File: config.mk
export PLATFORM = sky130hd
export DESIGN_NAME = timer_counter_top
export DESIGN_NICKNAME = d
export VERILOG_FILES = /design/src/pkg/timer_counter_pkg.sv /design/src/verilog/count_sync.sv /design/src/verilog/timer_counter_top.sv /design/src/verilog/timer_prescaler.sv
export VERILOG_INCLUDE_DIRS = /design/src /design/src/pkg
export SDC_FILE = /design/constraint.sdc
export NUM_CORES = 1
export LEC_CHECK = 0
export BUFFER_PORTS_ARGS = -buffer_cell sky130_fd_sc_hd__buf_2
export CAP_MARGIN = 30
export CORE_ASPECT_RATIO = 2
export CORE_UTILIZATION = 53
export CTS_BUF_LIST = sky130_fd_sc_hd__clkbuf_2
export CTS_CLUSTER_DIAMETER = 50
export DETAILED_ROUTE_END_ITERATION = 16
export MAX_ROUTING_LAYER = met4
export PLACE_DENSITY = 0.81
export SLEW_MARGIN = 25
export SYNTH_ARGS = -nofsm -noshare
export SYNTH_HDL_FRONTEND = slang
export SYNTH_SLANG_ARGS = --single-unit
File: constraint.sdc
create_clock -name pclk -period 3.1 [get_ports pclk]
set_input_delay 0.155 -clock pclk [delete_from_list [all_inputs] [get_ports pclk]]
set_output_delay 0.155 -clock pclk [all_outputs]
set_load 0.005 [all_outputs]
File: src/pkg/timer_counter_defs.svh
`ifndef TIMER_COUNTER_DEFS_SVH
`define TIMER_COUNTER_DEFS_SVH

// ----------------------------------------------------------------
// Register indices, byte address is four times the index
// ----------------------------------------------------------------
`define TC_ADDR_W      12
`define TC_IDX_TIMER   8'h01
`define TC_IDX_INTCTL  8'h0b
`define TC_IDX_OPTION  8'h81
`define TC_IDX_CTRL    8'h90

// ----------------------------------------------------------------
// Field positions
// ----------------------------------------------------------------
`define TC_OPT_CS      5
`define TC_OPT_SE      4
`define TC_OPT_PSA     3
`define TC_OPT_PS_HI   2
`define TC_OPT_PS_LO   0
`define TC_INT_EN      5
`define TC_INT_FLAG    2
`define TC_CTL_SLEEP   0
`define TC_CTL_WDCLR   1

// ----------------------------------------------------------------
// Reset values and counts
// ----------------------------------------------------------------
`define TC_OPT_RST     6'h3f
`define TC_TMR_RST     8'h00
`define TC_TMR_MAX     8'hff
`define TC_PRE_RST     8'h00
`define TC_INHIBIT     2'h2
`define TC_DATA_ZERO   32'h0000_0000

`endif

File: src/pkg/timer_counter_pkg.sv
package timer_counter_pkg;

  // Quarter phases of one instruction cycle
  typedef enum logic [1:0] {
    phase_one   = 2'b00,
    phase_two   = 2'b01,
    phase_three = 2'b10,
    phase_four  = 2'b11
  } phase_e;

  typedef logic [7:0] count_t;
  typedef logic [2:0] ratio_t;

endpackage

File: src/verilog/count_sync.sv
`timescale 1ns/1ps

module count_sync (
  input  wire logic pclk,
  input  wire logic presetn,
  input  wire logic phase_two,
  input  wire logic phase_four,
  input  wire logic level_in,
  output      logic rise
);

  logic q2_q;
  logic q4_q;
  logic q4_prev_q;
  logic strobe;

  // ----------------------------------------------------------------
  // Sample on phase two and on phase four
  // ----------------------------------------------------------------
  // Strobe every other clock, so a two-clock level is never missed
  assign strobe = phase_two || phase_four;

  // Reset high: an input already high after reset gives no false rise
  always_ff @(posedge pclk or negedge presetn) begin
    if (!presetn) begin
      q2_q <= 1'b1;
    end else if (strobe) begin
      q2_q <= level_in;
    end
  end

  always_ff @(posedge pclk or negedge presetn) begin
    if (!presetn) begin
      q4_q <= 1'b1;
    end else if (strobe) begin
      q4_q <= q2_q;
    end
  end

  always_ff @(posedge pclk or negedge presetn) begin
    if (!presetn) begin
      q4_prev_q <= 1'b1;
    end else begin
      q4_prev_q <= q4_q;
    end
  end

  // Lag of three or four clocks behind the pin edge, set by the strobe phase, never on the edge itself
  assign rise = q4_q && !q4_prev_q;

endmodule // count_sync

File: src/verilog/timer_counter_top.sv
// Added by the designer: the register addresses and the APB register port.
`timescale 1ns/1ps
`include "timer_counter_defs.svh"


module timer_counter_top (
  input  wire logic                  pclk,
  input  wire logic                  presetn,
  input  wire logic                  psel,
  input  wire logic                  penable,
  input  wire logic                  pwrite,
  input  wire logic [`TC_ADDR_W-1:0] paddr,
  input  wire logic [31:0]           pwdata,
  output      logic [31:0]           prdata,
  output      logic                  pready,
  output      logic                  pslverr,
  input  wire logic                  external_count_pin,
  input  wire logic                  watchdog_tick,
  output      logic                  watchdog_postscale,
  output      logic                  watchdog_clear,
  output      logic                  timer_irq
);

  timer_counter_pkg::phase_e phase_q;
  timer_counter_pkg::count_t timer_count_q;
  timer_counter_pkg::count_t timer_count_d;
  timer_counter_pkg::count_t presc_count;
  logic [5:0]                option_q;
  logic                      overflow_flag_q;
  logic                      overflow_en_q;
  logic                      sleep_q;
  logic [1:0]                inhibit_q;
  logic                      src_prev_q;
  logic [31:0]               prdata_q;
  logic                      pready_q;
  logic                      pslverr_q;
  logic                      wd_post_q;
  logic                      wd_clear_q;
  logic                      irq_q;

  logic clock_source_select;
  logic source_edge_select;
  logic prescaler_assign;
  logic inst_end;
  logic src_level;
  logic src_rise;
  logic presc_event;
  logic presc_clear;
  logic presc_level;
  logic presc_wrap;
  logic sync_in;
  logic sync_rise;
  logic timer_tick;
  logic timer_inc;
  logic wr_access;
  logic wr_timer;
  logic wr_intctl;
  logic wr_ctrl;
  logic wr_wdclr;
  logic mapped;
  timer_counter_pkg::ratio_t prescale_ratio_select;

  // ----------------------------------------------------------------
  // Address decode
  // ----------------------------------------------------------------
  function automatic logic hits(input logic [`TC_ADDR_W-1:0] a,
                                input logic [7:0] idx);
    hits = (a[1:0] == 2'h0) && (a[`TC_ADDR_W-1:10] == 2'h0) &&
           (a[9:2] == idx);
  endfunction

  assign mapped    = hits(paddr, `TC_IDX_TIMER) ||
                     hits(paddr, `TC_IDX_INTCTL) ||
                     hits(paddr, `TC_IDX_OPTION) ||
                     hits(paddr, `TC_IDX_CTRL);
  assign wr_access = psel && penable && pready_q && pwrite;
  assign wr_timer  = wr_access && hits(paddr, `TC_IDX_TIMER);
  assign wr_intctl = wr_access && hits(paddr, `TC_IDX_INTCTL);
  assign wr_ctrl   = wr_access && hits(paddr, `TC_IDX_CTRL);
  assign wr_wdclr  = wr_ctrl && pwdata[`TC_CTL_WDCLR];

  assign clock_source_select   = option_q[`TC_OPT_CS];
  assign source_edge_select    = option_q[`TC_OPT_SE];
  assign prescaler_assign      = option_q[`TC_OPT_PSA];
  assign prescale_ratio_select = option_q[`TC_OPT_PS_HI:`TC_OPT_PS_LO];

  // ----------------------------------------------------------------
  // Quarter phase sequencer
  // ----------------------------------------------------------------
  always_ff @(posedge pclk or negedge presetn) begin
    if (!presetn) begin
      phase_q <= timer_counter_pkg::phase_one;
    end else begin
      case (phase_q)
        timer_counter_pkg::phase_one:   phase_q <= timer_counter_pkg::phase_two;
        timer_counter_pkg::phase_two:   phase_q <= timer_counter_pkg::phase_three;
        timer_counter_pkg::phase_three: phase_q <= timer_counter_pkg::phase_four;
        timer_counter_pkg::phase_four:  phase_q <= timer_counter_pkg::phase_one;
        default:                        phase_q <= timer_counter_pkg::phase_one;
      endcase
    end
  end

  assign inst_end = (phase_q == timer_counter_pkg::phase_four);

  // ----------------------------------------------------------------
  // Count source and shared prescaler
  // ----------------------------------------------------------------
  // Pin is taken as synchronous, so the edge detect needs no extra stage
  assign src_level = external_count_pin ^ source_edge_select;
  assign src_rise  = src_level && !src_prev_q;

  // Reset high, so a level already high is not taken for an edge
  always_ff @(posedge pclk or negedge presetn) begin
    if (!presetn) begin
      src_prev_q <= 1'b1;
    end else begin
      src_prev_q <= src_level;
    end
  end

  // Routing follows the assign bit live, no stop needed to switch
  assign presc_event = prescaler_assign ? watchdog_tick :
                       (!sleep_q && (clock_source_select ? src_rise
                                                         : inst_end));
  assign presc_clear = prescaler_assign ? wr_wdclr : wr_timer;

  timer_prescaler u_prescaler (
    .pclk      (pclk),
    .presetn   (presetn),
    .count_en  (presc_event),
    .clear     (presc_clear),
    .ratio_sel (prescale_ratio_select),
    .out_level (presc_level),
    .wrap      (presc_wrap),
    .count     (presc_count)
  );

  // Divider sits ahead of the sampler in counter mode while assigned to the timer
  assign sync_in = prescaler_assign ? src_level : presc_level;

  count_sync u_sync (
    .pclk       (pclk),
    .presetn    (presetn),
    .phase_two  (phase_q == timer_counter_pkg::phase_two),
    .phase_four (inst_end),
    .level_in   (sync_in),
    .rise       (sync_rise)
  );

  assign timer_tick = clock_source_select ? sync_rise :
                      (prescaler_assign ? inst_end : presc_wrap);
  assign timer_inc  = timer_tick && !sleep_q && (inhibit_q == 2'h0) &&
                      !wr_timer;

  // ----------------------------------------------------------------
  // Timer register
  // ----------------------------------------------------------------
  always_comb begin
    timer_count_d = timer_count_q;
    if (wr_timer) begin
      timer_count_d = pwdata[7:0];
    end else if (timer_inc) begin
      timer_count_d = timer_count_q + 8'h01;
    end
  end

  always_ff @(posedge pclk or negedge presetn) begin
    if (!presetn) begin
      timer_count_q <= `TC_TMR_RST;
    end else begin
      timer_count_q <= timer_count_d;
    end
  end

  // Counted in instruction cycles, so a write loses two steps in unprescaled timer mode
  always_ff @(posedge pclk or negedge presetn) begin
    if (!presetn) begin
      inhibit_q <= 2'h0;
    end else if (wr_timer) begin
      inhibit_q <= `TC_INHIBIT;
    end else if (inst_end && (inhibit_q != 2'h0)) begin
      inhibit_q <= inhibit_q - 2'h1;
    end
  end

  // ----------------------------------------------------------------
  // Option, interrupt control and sleep state
  // ----------------------------------------------------------------
  always_ff @(posedge pclk or negedge presetn) begin
    if (!presetn) begin
      option_q <= `TC_OPT_RST;
    end else if (wr_access && hits(paddr, `TC_IDX_OPTION)) begin
      option_q <= pwdata[5:0];
    end
  end

  // Set beats a clearing write in the same cycle
  always_ff @(posedge pclk or negedge presetn) begin
    if (!presetn) begin
      overflow_flag_q <= 1'b0;
    end else if (timer_inc && (timer_count_q == `TC_TMR_MAX)) begin
      overflow_flag_q <= 1'b1;
    end else if (wr_intctl) begin
      overflow_flag_q <= pwdata[`TC_INT_FLAG];
    end
  end

  always_ff @(posedge pclk or negedge presetn) begin
    if (!presetn) begin
      overflow_en_q <= 1'b0;
      sleep_q       <= 1'b0;
    end else begin
      if (wr_intctl) begin
        overflow_en_q <= pwdata[`TC_INT_EN];
      end
      if (wr_ctrl) begin
        sleep_q <= pwdata[`TC_CTL_SLEEP];
      end
    end
  end

  always_ff @(posedge pclk or negedge presetn) begin
    if (!presetn) begin
      irq_q      <= 1'b0;
      wd_post_q  <= 1'b0;
      wd_clear_q <= 1'b0;
    end else begin
      irq_q      <= overflow_flag_q && overflow_en_q;
      wd_post_q  <= prescaler_assign && presc_wrap;
      wd_clear_q <= wr_wdclr;
    end
  end

  // ----------------------------------------------------------------
  // APB slave, one wait-free access phase
  // ----------------------------------------------------------------
  always_ff @(posedge pclk or negedge presetn) begin
    if (!presetn) begin
      pready_q  <= 1'b0;
      pslverr_q <= 1'b0;
      prdata_q  <= `TC_DATA_ZERO;
    end else begin
      pready_q  <= psel && !penable;
      pslverr_q <= psel && !penable && !mapped;
      prdata_q  <= `TC_DATA_ZERO;
      if (psel && !penable && !pwrite) begin
        // Prescaler count is deliberately absent from the map
        if (hits(paddr, `TC_IDX_TIMER)) begin
          prdata_q <= {24'h000000, timer_count_q};
        end else if (hits(paddr, `TC_IDX_OPTION)) begin
          prdata_q <= {26'h0000000, option_q};
        end else if (hits(paddr, `TC_IDX_INTCTL)) begin
          prdata_q <= {26'h0000000, overflow_en_q, 2'h0,
                       overflow_flag_q, 2'h0};
        end else if (hits(paddr, `TC_IDX_CTRL)) begin
          prdata_q <= {31'h00000000, sleep_q};
        end
      end
    end
  end

  assign prdata             = prdata_q;
  assign pready             = pready_q;
  assign pslverr            = pslverr_q;
  assign watchdog_postscale = wd_post_q;
  assign watchdog_clear     = wd_clear_q;
  assign timer_irq          = irq_q;

  // ----------------------------------------------------------------
  // Checks
  // ----------------------------------------------------------------
  a_timer_rate: assert property (
    @(posedge pclk) disable iff (!presetn)
    (!clock_source_select && prescaler_assign && inst_end && !sleep_q &&
     inhibit_q == 2'h0 && !wr_timer)
    |=> timer_count_q == $past(timer_count_q) + 8'h01)
    else $error("timer missed an instruction cycle step");

  a_write_inhibit: assert property (
    @(posedge pclk) disable iff (!presetn)
    wr_timer ##1 (!wr_timer && !sleep_q)[*4] |-> $stable(timer_count_q))
    else $error("timer stepped right after a write");

  a_ext_step: assert property (
    @(posedge pclk) disable iff (!presetn)
    (clock_source_select && sync_rise && !sleep_q && inhibit_q == 2'h0 &&
     !wr_timer) |=> timer_count_q == $past(timer_count_q) + 8'h01)
    else $error("external edge did not step the timer");

  a_overflow_set: assert property (
    @(posedge pclk) disable iff (!presetn)
    (timer_inc && timer_count_q == `TC_TMR_MAX)
    |=> overflow_flag_q && timer_count_q == `TC_TMR_RST)
    else $error("wrap did not raise the overflow flag");

  a_flag_sticky: assert property (
    @(posedge pclk) disable iff (!presetn)
    (overflow_flag_q && !wr_intctl) |=> overflow_flag_q)
    else $error("overflow flag dropped without software");

  a_irq_gate: assert property (
    @(posedge pclk) disable iff (!presetn)
    ##1 timer_irq == $past(overflow_flag_q && overflow_en_q))
    else $error("interrupt output not gated by enable");

  a_sleep_halt: assert property (
    @(posedge pclk) disable iff (!presetn)
    (sleep_q && !wr_timer) |=> timer_count_q == $past(timer_count_q))
    else $error("timer moved during sleep");

  a_presc_clear: assert property (
    @(posedge pclk) disable iff (!presetn)
    (wr_timer && !prescaler_assign) |=> presc_count == `TC_PRE_RST)
    else $error("timer write left prescaler count");

  a_wd_clear: assert property (
    @(posedge pclk) disable iff (!presetn)
    (wr_wdclr && prescaler_assign)
    |=> presc_count == `TC_PRE_RST && watchdog_clear)
    else $error("watchdog clear left prescaler count");

  a_apb_ready: assert property (
    @(posedge pclk) disable iff (!presetn)
    (psel && !penable) |=> pready ##1 !pready)
    else $error("access phase not answered in one cycle");

endmodule // timer_counter_top

File: src/verilog/timer_prescaler.sv
`timescale 1ns/1ps
`include "timer_counter_defs.svh"

module timer_prescaler (
  input  wire logic                      pclk,
  input  wire logic                      presetn,
  input  wire logic                      count_en,
  input  wire logic                      clear,
  input  wire timer_counter_pkg::ratio_t ratio_sel,
  output      logic                      out_level,
  output      logic                      wrap,
  output      timer_counter_pkg::count_t count
);

  timer_counter_pkg::count_t cnt_q;
  timer_counter_pkg::count_t cnt_inc;

  // Low ratio_sel+1 bits set, ratio 2^(n+1)
  function automatic timer_counter_pkg::count_t ratio_mask(
    input timer_counter_pkg::ratio_t sel);
    ratio_mask = 8'((9'h002 << sel) - 9'h001);
  endfunction

  assign cnt_inc   = cnt_q + 8'h01;
  assign out_level = cnt_q[sel_idx(ratio_sel)];
  assign wrap      = count_en && ((cnt_inc & ratio_mask(ratio_sel)) == 8'h00);
  assign count     = cnt_q;

  function automatic logic [2:0] sel_idx(input timer_counter_pkg::ratio_t s);
    sel_idx = s;
  endfunction

  // ----------------------------------------------------------------
  // Single shared divider, not in the register map; software writes only clear it
  // ----------------------------------------------------------------
  always_ff @(posedge pclk or negedge presetn) begin
    if (!presetn) begin
      cnt_q <= `TC_PRE_RST;
    end else if (clear) begin
      cnt_q <= `TC_PRE_RST;
    end else if (count_en) begin
      cnt_q <= cnt_inc;
    end
  end

endmodule // timer_prescaler
; ---- Yosys cells after proc, flatten, opt, wreduce, memory -nomap -nowiden
; Index checks and enable logic that the tools add are counted.
[totals]
reg_bits = 70
in_bits = 51
output_inout_bits = 37
elab_cells = 104
[classes]
addsub = 4
order_cmp = 1
eq_ne = 8
shifts = 1
muxes = 22
bitwise = 2
n_reduce_logical = 48
[ops]
columns = op, count
row1 = 8-bit 2-to-1 mux, 6
row2 = 1-bit logical AND, 27
row3 = "8-bit equality test, second input constant", 3
row4 = "8-bit by 1-bit adder with 8-bit output, second input constant", 2
row5 = 6-bit 2-to-1 mux, 2
row6 = 1-bit 2-to-1 mux, 10
row7 = 2-bit nonzero test, 5
row8 = 8-bit bitwise AND, 1
row9 = "8-bit by 1-bit equality test with 1-bit output, second input constant", 1
row10 = "8-bit by 4-bit equality test with 1-bit output, second input constant", 1
row11 = 2-bit logical NOT, 4
row12 = 8-bit logical NOT, 1
row13 = 2-bit case mux with 4 select lines, 1
row14 = "2-bit by 3-bit left shift with 8-bit output, first input constant", 1
row15 = "8-bit by 1-bit subtractor with 8-bit output, second input constant", 1
row16 = 1-bit logical NOT, 7
row17 = "2-bit equality test, second input constant", 2
row18 = 1-bit logical OR, 4
row19 = "3-bit by 4-bit less-than comparator with 1-bit output, second input constant", 1
row20 = 2-bit 2-to-1 mux, 2
row21 = 1-bit binary-select mux with 3-bit select, 1
row22 = "2-bit by 1-bit equality test with 1-bit output, second input constant", 1
row23 = "2-bit by 1-bit subtractor with 2-bit output, second input constant", 1
row24 = 1-bit bitwise XOR, 1

; ---- Depth between registers and ports, before layout
[depth]
depth_word = 13
mapped_depth = 11
ltp_nobuf = 10

; ---- Cells and area by module
; From an unflattened synthesis, not the netlist that was laid out.
[unflattened]
cells_unflattened = 276
hier_area_um2 = 2857.7
[modules_own_cells]
columns = mod, instances, cells_each, area_per_inst_um2, seq_area_each_um2
row1 = timer_counter_top, 1, 193, 2014.4, 884.6
row2 = timer_prescaler, 1, 76, 729.4, 200.2
row3 = count_sync, 1, 7, 113.9, 78.8

; ---- Least setup slack after synthesis
; No wires, ideal clock.
[synth_path]
path_kind = register to register
startpoint = register option_q[0]
endpoint = register timer_count_q[6]
setup_ps = 82
arrival_ps = 2565
t_required_ps = 3018
setup_slack_ps = 453
stages_incl_launch_ff = 10
path_buffers = 1
synth_period_minus_slack_ps = 2647
path_cell_list = dfstp_2 > buf_6 > or3_4 > ha_1 > o211a_1 > or3_1 > a311oi_4 > a31oi_2 > or3_1 > a31oi_1
[synth_via]
elab_chain_cells = 11
[synth_rtl]
columns = element, line_no
row1 = "start, declared", timer_counter_top.sv:28  ; logic [5:0] option_q;
row2 = "start signal, assigned", timer_counter_top.sv:192  ; option_q <= `TC_OPT_RST;
row3 = "start signal, assigned", timer_counter_top.sv:194  ; option_q <= pwdata[5:0];
row4 = 2-bit by 3-bit left shift with 8-bit output, timer_prescaler.sv:21  ; ratio_mask = 8'((9'h002 << sel) - 9'h001);
row5 = 8-bit by 1-bit subtractor with 8-bit output, timer_prescaler.sv:21
row6 = 8-bit bitwise AND, timer_prescaler.sv:26  ; assign wrap = count_en && ((cnt_inc & ratio_mask(ratio_sel)) == 8'h00);
row7 = 8-bit logical NOT, timer_prescaler.sv:26
row8 = 1-bit logical AND, timer_prescaler.sv:26
row9 = 1-bit 2-to-1 mux, timer_counter_top.sv:152  ; (prescaler_assign ? inst_end : presc_wrap);
row10 = 1-bit 2-to-1 mux, timer_counter_top.sv:151  ; assign timer_tick = clock_source_select ? sync_rise :
row11 = 1-bit logical AND (3 in a row), timer_counter_top.sv:153  ; assign timer_inc = timer_tick && !sleep_q && (inhibit_q == 2'h0) &&
row12 = 2-bit nonzero test (no line), n/a
row13 = "end signal, assigned", timer_counter_top.sv:170  ; timer_count_q <= `TC_TMR_RST;
row14 = "end signal, assigned", timer_counter_top.sv:172  ; timer_count_q <= timer_count_d;
row15 = "end, declared", timer_counter_top.sv:25  ; timer_counter_pkg::count_t timer_count_q;
; No other way between the ends.
; A chain may end at the register's enable or synchronous reset.

; ---- Worst setup path after layout
[layout_path]
startpoint = register option_q[2]
endpoint = register timer_count_q[7]
; The elaborated chain is that of the path after synthesis.

==> metrics.md <==
| Metric | Value |
|---|---|
| Status | `finished clean` |
| Number of port buffers | `39` |
| Design Area, Final | `3220 um2` |
| Simple-gate area share of the yosys netlist | `21.0%` |
| Library cells used by synthesis | `51` |
| Longest Clk Path Bufs | `2` |
| LEAKAGE | `1.51 nW` |
| Final min period | `2930 ps` |
| CP endpoint kind | `flip-flop` |
| Post-synthesis area per instance | `9.96 um2` |
| WP data arrival | `3300 ps` |
| Pre-CTS setup slack | `199 ps` |
| Largest family of logic cells by synthesized area | `simple AND/OR/NAND/NOR gates` |
| Vias in the first global route | `2166` |
| Synthesized instance count | `278` |
| Fmax | `0.341 GHz` |
| Final RePlAce weighted congestion | `0.932` |
| Worst-Skew Late Latency | `450 ps` |
| Prevailing post-synth register cell | `dfrtp_1` |
| WL final | `6000 um` |
| Root Buffer | `clkbuf_2` |
| All-Layer GR Usage | `24.2%` |
| CTS tree | `yes` |
| Clock net sink count | `46` |
| Hpwl dp | `4450 um` |
| Setup Crit Path Kind | `flip-flop to flip-flop` |
| Min-delay worst type | `input port to flip-flop` |
| Post-DRT Antenna Nets | `0` |
| Met1 Resource Use GR | `24.1%` |
| Mux cell area share after synthesis | `8.54%` |
| Boundary pin count | `88` |
| Floorplan die height | `104 um` |
| RSZ-0062 raised after global routing | `false` |
| Die Wd | `53.1 um` |
| Most used routing layer | `met2` |
| Relative slew slack | `55.9%` |
| Grt met2 use | `43.8%` |
| Slew Viols, Final | `0` |
| Critical path startpoint category | `flip-flop` |
| Final hold vios | `0` |
| Ant. Diodes | `0` |
| Register area share after synthesis | `42.0%` |
| Setup_tns | `0 ps` |
| # H-tree levels | `2` |
| Max Cap Viol | `0` |
| Std cell rows | `36` |
| Total CTS buffers | `5` |
| Die area | `5530 um2` |
| Setup violations, final | `0` |
| GRT Residual Overflow | `0` |
| First-pass GRT wire length | `9660 um` |
| Largest net degree at the start of global routing | `28` |
| Layout Cells excl Fill | `394` |
| Setup ws final | `165 ps` |
| Area share of fa/ha/maj cells after synthesis | `3.62%` |
| Final nets | `395` |
| Most common cell after layout, fill and taps aside | `buf_2` |
| Synthesized cell area | `2770 um2` |
| Via density | `5.59` |
| CP max FO | `9` |
| Initial Utilization | `55.9%` |
| Commonest non-fill, non-tap cells in the layout | `39 x buf_2, 36 x dfrtp_1, 29 x nor2_1` |
| Post-synthesis xor/xnor area fraction | `5.06%` |
| Met3 global-route usage | `3.07%` |
| Initial antenna violation count | `0` |
| CTS clk-pin slew, worst paths | `280 ps` |
| DR WL/cell | `15.2 um` |
| Synth Area in Compound Gates | `9.99%` |
| DR DRC count | `0` |
| EDFF count, synth | `0` |
| Worst Skew | `40.6 ps` |
| Area grow syn2layout | `16.4%` |
| Initial drt markers | `57` |
| Drt pass-1 iters | `4` |
| Pwr Density | `405 nW/um2` |
| Slew @ Worst Pin | `655 ps` |
| Async S/R FF share, synth | `100%` |
| Yosys reg bits | `46` |
| Vias | `2204` |
| Core outline area | `4950 um2` |
| Post-Place Cells | `367` |
| Share of post-route cells with drive strength above 1 | `26.7%` |
| Max IR drop VDD | `464 uV` |
| Period utilisation layout | `94.7%` |
| CP required | `3470 ps` |
| Placed Instance Area | `2930 um2` |
| YS warnings | `0` |
layout make-up:
class	count	area, um2
Inverter	11	41.3
Tap cell	57	71.3
Clock buffer	5	25.0
Fill cell	407	1730
Clock inverter	3	68.8
Sequential cell	46	1160
Multi-Input combinational cell	211	1450
Timing Repair Buffer	61	403
routing by layer:
metal	routed length (um)	share of wire [%]	up-vias
li1	-	-	1040
met1	2120	35	1082
met2	3490	58	62
met3	174	2.9	20
met4	208	3.5	0
met5	0	0	-
cells by family (layout without fill, tap and decap cells):
group,Yosys count,count (layout)
AOI/OAI and AO/OA,39,39
xor gates and xnor gates,16,16
adders and majority gates,8,8
buffers and inverters,44,80
DFF,46,46
muxes,19,19
other,1,24
and+or+nand+nor,105,105
sequential cells by signal, summed over array words and instances, names as in the netlist, 2 cells and up:
name and flops:
option_q 6, timer_count_q 8, inhibit_q 2, phase_q 2
u_prescaler.count 8, prdata 8
cells in the mapped netlist, drive strengths merged, types with 2 or more instances:
cell	instances	area, um2
o21ai	11	55.1
a31oi	9	62.6
nor4	3	18.8
and3	2	12.5
dfstp	10	263
and4b	2	20.0
inv	11	41.3
dfrtp	36	901
a21oi	7	38.8
ha	8	100
nor2	29	109
and2	3	18.8
mux2	11	124
xnor2	10	87.6
mux2i	6	60.1
nand3b	2	15.0
nor2b	4	25.0
and4	2	17.5
nor3b	5	47.5
or3	11	73.8
nand3	7	35.0
buf	28	206
nor3	7	35.0
nor4b	3	41.3
a22oi	2	15.0
nand2b	5	31.3
mux4	2	52.6
nand2	18	67.6
clkbuf	5	18.8
xor2	6	52.6
power by group:
| part | total (mW) | switching [mW] | internal (mW) |
|---|---|---|---|
| clock network | 0.427 | 0.209 | 0.218 |
| logic | 0.190 | 0.0992 | 0.0905 |
| registers | 0.688 | 0.0467 | 0.642 |
per-stage QoR:
stage,utilization [%],total power [mW],hold WS [ps]
final,65.0,1.31,13.6
after global routing,65.0,1.37,3.94
after CTS,63.5,1.31,18.7
after detailed placement,59.1,0.873,145
after global placement,58.7,0.858,340
after floorplan,-,0.820,-141
path summary, 6_finish.rpt:
path	startpoint	to	slack, ps	cells past startpoint
min reg2reg	u_sync.q4_q	u_sync.q4_prev_q	400	0
min in group asynchronous	presetn	watchdog_clear	140	2
min	pwrite	prdata[2]	10	3
max reg2reg	option_q[2]	timer_count_q[7]	170	8
max	option_q[2]	timer_count_q[7]	170	8
max in group asynchronous	presetn	option_q[3]	2330	3
repair_timing:
action | 4_1_cts | 5_1_grt
setup endpoints to repair | 0 | 2
hold buffers | 12 | 0
resized for setup | 0 | 4
buffers inserted | 0 | 7
hold endpoints to repair | 41 | 0
worst max-delay path, stage by stage, from the launching register on:
cell      delay [ps]
dfstp_2          470
or3_4            400
ha_2             240
nor3b_1          170
or3_1            390
a311oi_4         500
a31oi_2          200
or3_1            340
a31oi_1          160
No activity file was read; power rests on OpenSTA's default activity.
